File: src/hdl/bsc_pkg.sv
package bsc_pkg;

    // Widths of the core datapath
    localparam int INSTR_W = 12;
    localparam int DATA_W = 8;
    localparam int FADDR_W = 5;
    localparam int BIDX_W = 3;
    localparam int PC_W = 11;

    // Opcode nibbles in the top of the instruction word
    localparam logic [3:0] OPC_BIT_SET = 4'h5;
    localparam logic [3:0] OPC_SKIP_ZERO = 4'h6;
    localparam logic [3:0] OPC_SKIP_ONE = 4'h7;
    localparam logic [3:0] OPC_CALL = 4'h9;

    // Field positions inside the instruction word
    localparam int OPC_HI = 11;
    localparam int OPC_LO = 8;
    localparam int BIDX_HI = 7;
    localparam int BIDX_LO = 5;
    localparam int FADDR_HI = 4;
    localparam int FADDR_LO = 0;
    localparam int LIT_HI = 7;
    localparam int LIT_LO = 0;

    // Page bits in the status register and their place in the program counter
    localparam int STAT_PAGE_HI = 6;
    localparam int STAT_PAGE_LO = 5;
    localparam int PC_PAGE_HI = 10;
    localparam int PC_PAGE_LO = 9;
    localparam int PC_ZERO_BIT = 8;

    // Constant words
    localparam logic [INSTR_W-1:0] NOP_WORD = 12'h000;
    localparam logic [PC_W-1:0] RESET_PC = 11'h000;
    localparam logic [PC_W-1:0] PC_STEP = 11'h001;

    // Instruction classes handled by this block
    typedef enum logic [2:0]
    {
        OP_OTHER = 3'b000,
        OP_BIT_SET = 3'b001,
        OP_SKIP_ONE = 3'b010,
        OP_SKIP_ZERO = 3'b011,
        OP_CALL = 3'b100
    } bsc_op_e;

    // One-hot mask for a bit index
    function automatic logic [DATA_W-1:0] bsc_bit_mask(input logic [BIDX_W-1:0] idx);
        bsc_bit_mask = 8'h01 << idx;
    endfunction : bsc_bit_mask

endpackage : bsc_pkg

File: src/hdl/bsc_dec_if.sv
`timescale 1ns/1ps
interface bsc_dec_if;
    import bsc_pkg::*;

    bsc_op_e op;
    logic [BIDX_W-1:0] bit_idx;
    logic [FADDR_W-1:0] file_addr;
    logic [DATA_W-1:0] literal;

    // Decoder drives the fields, the executing core reads them
    modport dec (output op, output bit_idx, output file_addr, output literal);
    modport exe (input op, input bit_idx, input file_addr, input literal);

endinterface : bsc_dec_if

File: src/hdl/bsc_decode.sv
`timescale 1ns/1ps
module bsc_decode
(
    // Instruction under execution
    input wire logic [bsc_pkg::INSTR_W-1:0] instr_in,
    // Decoded fields
    bsc_dec_if.dec dec
);
    import bsc_pkg::*;

    wire logic [3:0] opc;

    // Field extraction
    assign opc = instr_in[OPC_HI:OPC_LO];
    assign dec.bit_idx = instr_in[BIDX_HI:BIDX_LO];
    assign dec.file_addr = instr_in[FADDR_HI:FADDR_LO];
    assign dec.literal = instr_in[LIT_HI:LIT_LO];

    // Opcode classification
    assign dec.op = (opc == OPC_BIT_SET) ? OP_BIT_SET :
                    (opc == OPC_SKIP_ONE) ? OP_SKIP_ONE :
                    (opc == OPC_SKIP_ZERO) ? OP_SKIP_ZERO :
                    (opc == OPC_CALL) ? OP_CALL :
                    OP_OTHER;

endmodule : bsc_decode

File: src/hdl/bsc_exec.sv
`timescale 1ns/1ps
module bsc_exec
(
    // Clock and reset
    input wire logic clk_sys_in,
    input wire logic rst_n_in,
    // Program memory fetch, word at pc_out returned in the same cycle
    output logic [bsc_pkg::PC_W-1:0] pc_out,
    input wire logic [bsc_pkg::INSTR_W-1:0] fetch_word_in,
    // Status register page bits, from core logic on this clock
    input wire logic [bsc_pkg::DATA_W-1:0] status_in,
    // File register read port, combinational
    output logic [bsc_pkg::FADDR_W-1:0] file_raddr_out,
    input wire logic [bsc_pkg::DATA_W-1:0] file_rdata_in,
    // File register write port, committed at the end of the cycle it is high
    output logic file_we_out,
    output logic [bsc_pkg::FADDR_W-1:0] file_waddr_out,
    output logic [bsc_pkg::DATA_W-1:0] file_wdata_out,
    // Return stack push
    output logic stack_push_out,
    output logic [bsc_pkg::PC_W-1:0] stack_data_out,
    // Execution state
    output logic [bsc_pkg::INSTR_W-1:0] instr_out,
    output logic nop_cycle_out
);
    import bsc_pkg::*;

    bsc_dec_if dec_bus ();

    logic [PC_W-1:0] pc;
    logic [INSTR_W-1:0] instr;
    logic nop_cycle;
    logic we;
    logic [FADDR_W-1:0] waddr;
    logic [DATA_W-1:0] wdata;
    logic push;
    logic [PC_W-1:0] push_data;

    wire logic [DATA_W-1:0] cur_data;
    wire logic [DATA_W-1:0] mask;
    wire logic sel_bit;
    wire logic skip_taken;
    wire logic is_call;
    wire logic is_set;
    wire logic flush;
    wire logic [PC_W-1:0] pc_inc;
    wire logic [PC_W-1:0] call_target;
    wire logic [PC_W-1:0] next_pc;
    wire logic [INSTR_W-1:0] next_instr;
    wire logic [DATA_W-1:0] next_wdata;

    // Decoder for the word in the execute slot
    bsc_decode u_decode
    (
        .instr_in (instr),
        .dec (dec_bus.dec)
    );

    // Operand read with bypass of a write still in flight
    assign file_raddr_out = dec_bus.file_addr;
    assign cur_data = (we && (waddr == dec_bus.file_addr)) ? wdata : file_rdata_in;
    assign mask = bsc_bit_mask(dec_bus.bit_idx);
    assign sel_bit = |(cur_data & mask);

    // Skip decision for both bit tests
    assign skip_taken = ((dec_bus.op == OP_SKIP_ONE) && sel_bit) ||
                        ((dec_bus.op == OP_SKIP_ZERO) && !sel_bit);
    assign is_call = (dec_bus.op == OP_CALL);
    assign is_set = (dec_bus.op == OP_BIT_SET);
    assign flush = skip_taken || is_call;

    // Read-modify-write value, only the chosen bit changes
    assign next_wdata = cur_data | mask;

    // Next program counter
    assign pc_inc = pc + PC_STEP;
    assign call_target = {status_in[STAT_PAGE_HI:STAT_PAGE_LO], 1'b0, dec_bus.literal};
    assign next_pc = is_call ? call_target : pc_inc;

    // Prefetched word is dropped and a no-op takes its slot
    assign next_instr = flush ? NOP_WORD : fetch_word_in;

    // Fetch and execute slot
    always_ff @(posedge clk_sys_in or negedge rst_n_in)
    begin
        if (!rst_n_in)
        begin
            pc <= RESET_PC;
            instr <= NOP_WORD;
            nop_cycle <= 1'b0;
        end
        else
        begin
            pc <= next_pc;
            instr <= next_instr;
            nop_cycle <= flush;
        end
    end

    // File register write, flags are never written by these instructions
    always_ff @(posedge clk_sys_in or negedge rst_n_in)
    begin
        if (!rst_n_in)
        begin
            we <= 1'b0;
            waddr <= '0;
            wdata <= '0;
        end
        else
        begin
            we <= is_set;
            waddr <= dec_bus.file_addr;
            wdata <= next_wdata;
        end
    end

    // Return address push, pc already points past the call
    always_ff @(posedge clk_sys_in or negedge rst_n_in)
    begin
        if (!rst_n_in)
        begin
            push <= 1'b0;
            push_data <= RESET_PC;
        end
        else
        begin
            push <= is_call;
            push_data <= pc;
        end
    end

    // Outputs
    assign pc_out = pc;
    assign instr_out = instr;
    assign nop_cycle_out = nop_cycle;
    assign file_we_out = we;
    assign file_waddr_out = waddr;
    assign file_wdata_out = wdata;
    assign stack_push_out = push;
    assign stack_data_out = push_data;
endmodule : bsc_exec

File: config.mk
export PLATFORM = sky130hd
export DESIGN_NAME = bsc_exec
export DESIGN_NICKNAME = d
export VERILOG_FILES = /design/src/hdl/bsc_pkg.sv /design/src/hdl/bsc_dec_if.sv /design/src/hdl/bsc_decode.sv /design/src/hdl/bsc_exec.sv
export SDC_FILE = /design/constraint.sdc
export NUM_CORES = 1
export LEC_CHECK = 0
export ABC_AREA = 1
export BUFFER_PORTS_ARGS = -buffer_cell sky130_fd_sc_hd__clkbuf_2
export CORE_ASPECT_RATIO = 1.25
export CORE_MARGIN = 2
export CORE_UTILIZATION = 50
export CTS_BUF_LIST = sky130_fd_sc_hd__clkbuf_4
export DETAILED_ROUTE_END_ITERATION = 8
export GPL_TIMING_DRIVEN = 1
export PLACE_DENSITY = 0.93
export SLEW_MARGIN = 30
export SYNTH_ARGS = -nofsm -noshare
export SYNTH_HDL_FRONTEND = slang
export SYNTH_SLANG_ARGS = --single-unit
File: constraint.sdc
create_clock -name clk_sys_in -period 1.9 [get_ports clk_sys_in]
set_clock_uncertainty 0.15 [all_clocks]
set_input_delay 0.19 -clock clk_sys_in [delete_from_list [all_inputs] [get_ports clk_sys_in]]
set_output_delay 0.19 -clock clk_sys_in [all_outputs]
set_load 0.005 [all_outputs]
Yosys cells after proc, flatten, opt, wreduce, memory -nomap -nowiden. Cells that the tools add are included.

Add/sub/neg operators: 1. Equal/unequal tests: 9. Shifts and indexed selects: 1. Muxes and demuxes: 7. Bitwise logic cells: 2. Reductions and logical operators: 7.

Operators by type and width (count): == test 4 x 3 -> 1 bit (second input constant) (3); 2-to-1 mux 12 bit (1); 2-to-1 mux 3 bit (4); adder 11 x 1 -> 11 bit (second input constant) (1); 2-to-1 mux 11 bit (1); AND 8 bit (1); 2-to-1 mux 8 bit (1); OR 8 bit (1); OR reduction 8 bit (1); << shifter 1 x 3 -> 8 bit (first input constant) (1); == test 3 x 2 -> 1 bit (second input constant) (2); == test 5 bit (1); == test 4 bit (second input constant) (1); == test 3 x 1 -> 1 bit (second input constant) (1); == test 3 bit (second input constant) (1); logical AND 1 bit (3); logical OR 1 bit (2); logical NOT 1 bit (1).

Register bits: 50. Logic and storage cells: 35.

Logic depth before layout (Yosys ltp).
Word-level depth: 10. Mapped depth: 14. Mapped depth without buffers: 13.

By module. Synthesis repeated with hierarchy kept, for this count alone.

Cells, all modules: 261. Area total of the unflattened synthesis: 2379.8 sq um.

Modules (own cells, without submodules): bsc_exec (times used 1, cells each 233, area each 2212.1 sq um); bsc_decode (times used 1, cells each 28, area each 167.7 sq um).

Least setup slack after synthesis. No wires, ideal clock.

Path kind: register to register. From: register instr[3] (netlist: instr_out[3]). To: register instr[10] (netlist: instr_out[10]). Setup time: 0.115 ns. Data arrival time: 1.511 ns. Slack: 0.123 ns. Cell stages (with the launch flop): 15. Period minus slack after synthesis: 1.777 ns. Cell sequence: dfrtp_1 -> inv_1 -> nand2_1 -> nand2_2 -> nor2_8 -> nand3_4 -> nand2_1 -> nand3_1 -> nand2_1 -> nor2_2 -> nand2_1 -> nand2_1 -> nand3_2 -> buf_6 -> nor2_2.

Cells in the longest elaborated chain, start to end: 10.

Ends and longest elaborated chain: start: declaration (RTL line bsc_exec.sv:31) `logic [INSTR_W-1:0] instr;`; start signal: assignment (RTL line bsc_exec.sv:95) `instr <= next_instr;`; == test 5 bit * (RTL line bsc_exec.sv:61) `assign cur_data = (we && (waddr == dec_bus.file_addr)) ? wdata : file_rdata_in;`; logical AND 1 bit * (RTL line bsc_exec.sv:61); 2-to-1 mux 8 bit * (RTL line bsc_exec.sv:61); AND 8 bit * (RTL line bsc_exec.sv:63) `assign sel_bit = |(cur_data & mask);`; OR reduction 8 bit * (RTL line bsc_exec.sv:63); logical NOT 1 bit (RTL line bsc_exec.sv:67) `((dec_bus.op == OP_SKIP_ZERO) && !sel_bit);`; logical AND 1 bit (RTL line bsc_exec.sv:67); logical OR 1 bit * (RTL line bsc_exec.sv:66) `assign skip_taken = ((dec_bus.op == OP_SKIP_ONE) && sel_bit) ||`; logical OR 1 bit * (RTL line bsc_exec.sv:70) `assign flush = skip_taken || is_call;`; via flush (RTL line bsc_exec.sv:45) `wire logic flush;`; 2-to-1 mux 12 bit * (RTL line bsc_exec.sv:81) `assign next_instr = flush ? NOP_WORD : fetch_word_in;`; via next_instr[10] (RTL line bsc_exec.sv:49) `wire logic [INSTR_W-1:0] next_instr;`.

Mark *: on every way through the listed nets, which the timed path passes. The rest lies on a longest branch.

Worst setup path after layout.
From: register instr[0] (netlist: instr_out[0]). To: register instr[2] (netlist: instr_out[2]).

Cells in the longest elaborated chain, start to end: 10.

Ends and longest elaborated chain (RTL line): == test 5 bit * (bsc_exec.sv:61); logical AND 1 bit * (bsc_exec.sv:61); 2-to-1 mux 8 bit * (bsc_exec.sv:61); AND 8 bit * (bsc_exec.sv:63); OR reduction 8 bit * (bsc_exec.sv:63); logical NOT 1 bit (bsc_exec.sv:67); logical AND 1 bit (bsc_exec.sv:67); logical OR 1 bit * (bsc_exec.sv:66); logical OR 1 bit * (bsc_exec.sv:70); 2-to-1 mux 12 bit * (bsc_exec.sv:81); via next_instr[2] (bsc_exec.sv:49).

Marked as above.

==> impl_metrics.json <==
{
  "holdCritPathClass": "input pin to flip-flop",
  "detail-route-antenna-nets": 0,
  "worstPathCellList": "nand2_1 > nand2_2 > buf_12 > nor2_4 > nand4_1 > nand3_2 > nand2_2 > nor2_4 > nand2_2 > nand2_2 > nand3_4 > buf_6 > nor2_2",
  "slowest_stage": "dfrtp_1",
  "rsz0062_at_grt": "yes",
  "worstSetupPathType": "flip-flop to flip-flop",
  "seq_area_frac_synth_pct": 56.09,
  "min_to": "file_wdata_out[4]$_DFF_PN0_",
  "layout_common_cells": "78 x clkbuf_2, 50 x dfrtp_1, 42 x inv_1",
  "routabilityCongestion": 0.8361,
  "totalWireLength_um": 5407,
  "die_h_um": 78.68,
  "antenna_found_initial": 0,
  "critPathLaunch": "instr_out[0]$_DFF_PN0_",
  "critPathArrivalTime_ps": 2230,
  "path_delay_family": "simple AND/OR/NAND/NOR gates",
  "grtUsageTotal_pct": 21.84,
  "final_common_cell": "clkbuf_2",
  "r2r-end": "instr_out[2]$_DFF_PN0_",
  "synth_nets": 267,
  "synth_area_mm2": 0.002231,
  "ys_types": 27,
  "area_growth_pct": 42.34,
  "nets": 383,
  "end_kind": "flip-flop",
  "drive_gt1_share_pct": 43.63,
  "maxCapViolations": 0,
  "worstPathRequired_ps": 2060,
  "rrSetupSlack_ps": -180,
  "maxSlewHeadroom_pct": 68.60,
  "drc": 0,
  "rows": 27,
  "n_antenna_cell": 0,
  "hold_start": "file_rdata_in[4]",
  "cts_tree": "yes",
  "reg2reg_depth": 13,
  "syn_inst": 236,
  "critPathMaxStageDelay_ps": 450,
  "cts-root-buf": "clkbuf_4",
  "total_power_mw": 2.960,
  "overflow": 0,
  "via_per_inst": 4.888,
  "grt_pass1_wl_um": 8445,
  "finalCritPeriodShare_pct": 109.3,
  "cts_sinks": 50,
  "drv_slew": 0,
  "die_x_um": 63.75,
  "leakagePower_nw": 1.715,
  "synth_area_leaders": "dfrtp_1 56%, inv_1 7.2%, nand2_1 7.1%",
  "final_cells": 411,
  "worst_slack_ps": -177.6,
  "wl_per_cell_um": 13.16,
  "crit_top_cell": "nand2_2",
  "max_freq_mhz": 481.3,
  "startpoint_type": "flip-flop",
  "yosysWarnings": 0,
  "grt_max_degree": 22,
  "die_area_mm2": 0.005015,
  "powerDensity_mw_per_mm2": 932.1,
  "run_status": "finished with violations",
  "dp_cells": 377,
  "cts.htree.levels": 2,
  "post-route-util_pct": 72.87,
  "hold_viol_final": 0,
  "synth_top_area_share_pct": 56.09,
  "rr_startpoint": "instr_out[0]$_DFF_PN0_",
  "setup_viol": 13,
  "synth-seq-cells": 50,
  "vias": 2009,
  "failed_checks": "negative setup slack",
  "post-dp-hpwl_um": 3687,
  "tightest_slew_ps": 471.1,
  "hold_depth": 5,
  "clk_pin_slew_ps": 140,
  "cts_max_path_buffers": 2,
  "cts_buffers": 5,
  "first_pass_iters": 4,
  "cp.buffers_inverters": 2,
  "start_util_pct": 51.19,
  "io_buffers": 78,
  "avgSynthCellArea_um2": 9.453,
  "drt_first_iter_violations": 100,
  "io-pin-count": 85,
  "grt_pass1_vias": 1963,
  "clkLatencyLatePin_ps": 370,
  "coreArea_mm2": 0.004358,
  "synth_top_cell_by_area": "dfrtp_1",
  "finalCriticalPeriod_ps": 2078,
  "path_max_fanout": 5,
  "irDropWorstVdd_v": 0.0006783
}
-- worst max-delay path by stage --
stage | slack, ps | end | cells after the start
global route | -340 | instr_out[6]$_DFF_PN0_ | 12
finish | -180 | instr_out[2]$_DFF_PN0_ | 13
global placement | -40 | instr_out[0]$_DFF_PN0_ | 14
CTS | -100 | instr_out[11]$_DFF_PN0_ | 12
floorplan | 120 | instr_out[10]$_DFF_PN0_ | 14
detailed placement | -70 | instr_out[11]$_DFF_PN0_ | 12
-- through the flow --
| stage | area [um^2] | TNS, ps | setup WS, ps | hold slack, ps |
|---|---|---|---|---|
| finish | 3176 | -2098 | -177.6 | 98.21 |
| global route | 3176 | -3915 | -339.6 | 85.86 |
| CTS | 3014 | -1087 | -103.7 | 13.41 |
| detailed placement | 2731 | -685.7 | -71.02 | 15.65 |
| global placement | 2731 | -315.9 | -40.09 | 9.370 |
| floorplan | 2231 | 0 | 123.5 | -255.6 |
-- report_power, final --
group          leakage, nW  internal [mW]  switching, mW
clock               0.0331          0.154          0.322
sequential           0.603           1.32          0.194
combinational         1.08          0.476          0.490
total                 1.71           1.95           1.01
-- layer usage --
| layer | wire [um] | GRT usage, % | part of all wire (%) |
|---|---|---|---|
| met5 | 0 | 0 | 0 |
| met1 | 1937 | 22.19 | 36 |
| met3 | 264 | 5.158 | 4.9 |
| met2 | 3070 | 41.05 | 57 |
| met4 | 134 | 10.87 | 2.5 |
-- worst register-to-register path: cells and delay by family (launching register included) --
kind | cells | cell delay [ps]
buffers and inverters | 2 | 290
flip-flops | 1 | 450
AND/OR/NAND/NOR | 11 | 1130
-- flip-flops by register name (all words and copies together), names as in the netlist --
name            flops
pc_out             11
stack_push_out      1
stack_data_out     11
file_we_out         1
nop_cycle_out       1
file_wdata_out      8
instr_out          12
file_waddr_out      5
-- cells by family after synthesis --
kind of cell / count (synthesis) / synth area share [%]
and+or+nand+nor: 109 / 26.25
buffers and inverters: 53 / 10.10
xor gates and xnor gates: 5 / 1.963
DFF: 50 / 56.09
AOI/OAI and AO/OA: 18 / 5.048
adders and majority gates: 1 / 0.5608
-- synth_stat cells --
library cell,count
dfrtp_1,50
inv_1,43
nand2_1,42
nor2_2,12
nor3_1,12
nand3_1,11
nor2_1,11
nand4_1,9
o21ai_0,9
a21o_1,7
buf_4,5
inv_2,3
nand2_2,3
xnor2_1,3
nor2_4,2
nor2_8,2
xor2_1,2
a21o_2,1
buf_6,1
clkbuf_1,1
ha_1,1
nand2_4,1
nand3_2,1
nand3_4,1
nor3b_1,1
nor4_2,1
o22ai_1,1
-- timing repair --
action,in CTS,in global routing
hold buffers,22,0
setup endpoints to repair,13,14
hold endpoints to repair,40,0
gates resized for setup,1,34
cloned,1,0
setup buffers,0,3
pin swaps,2,15
-- cell type report --
| cell class | instances | area (um^2) |
|---|---|---|
| clock inverters | 2 | 8.758 |
| well taps | 58 | 72.57 |
| clock buffers | 6 | 45.04 |
| flip-flops and latches | 50 | 1251 |
| inverters | 46 | 172.7 |
| repair buffers | 115 | 747.0 |
| fillers | 314 | 1182 |
| multi-input cells | 134 | 878.3 |
No activity file was read; power rests on OpenSTA's default activity.
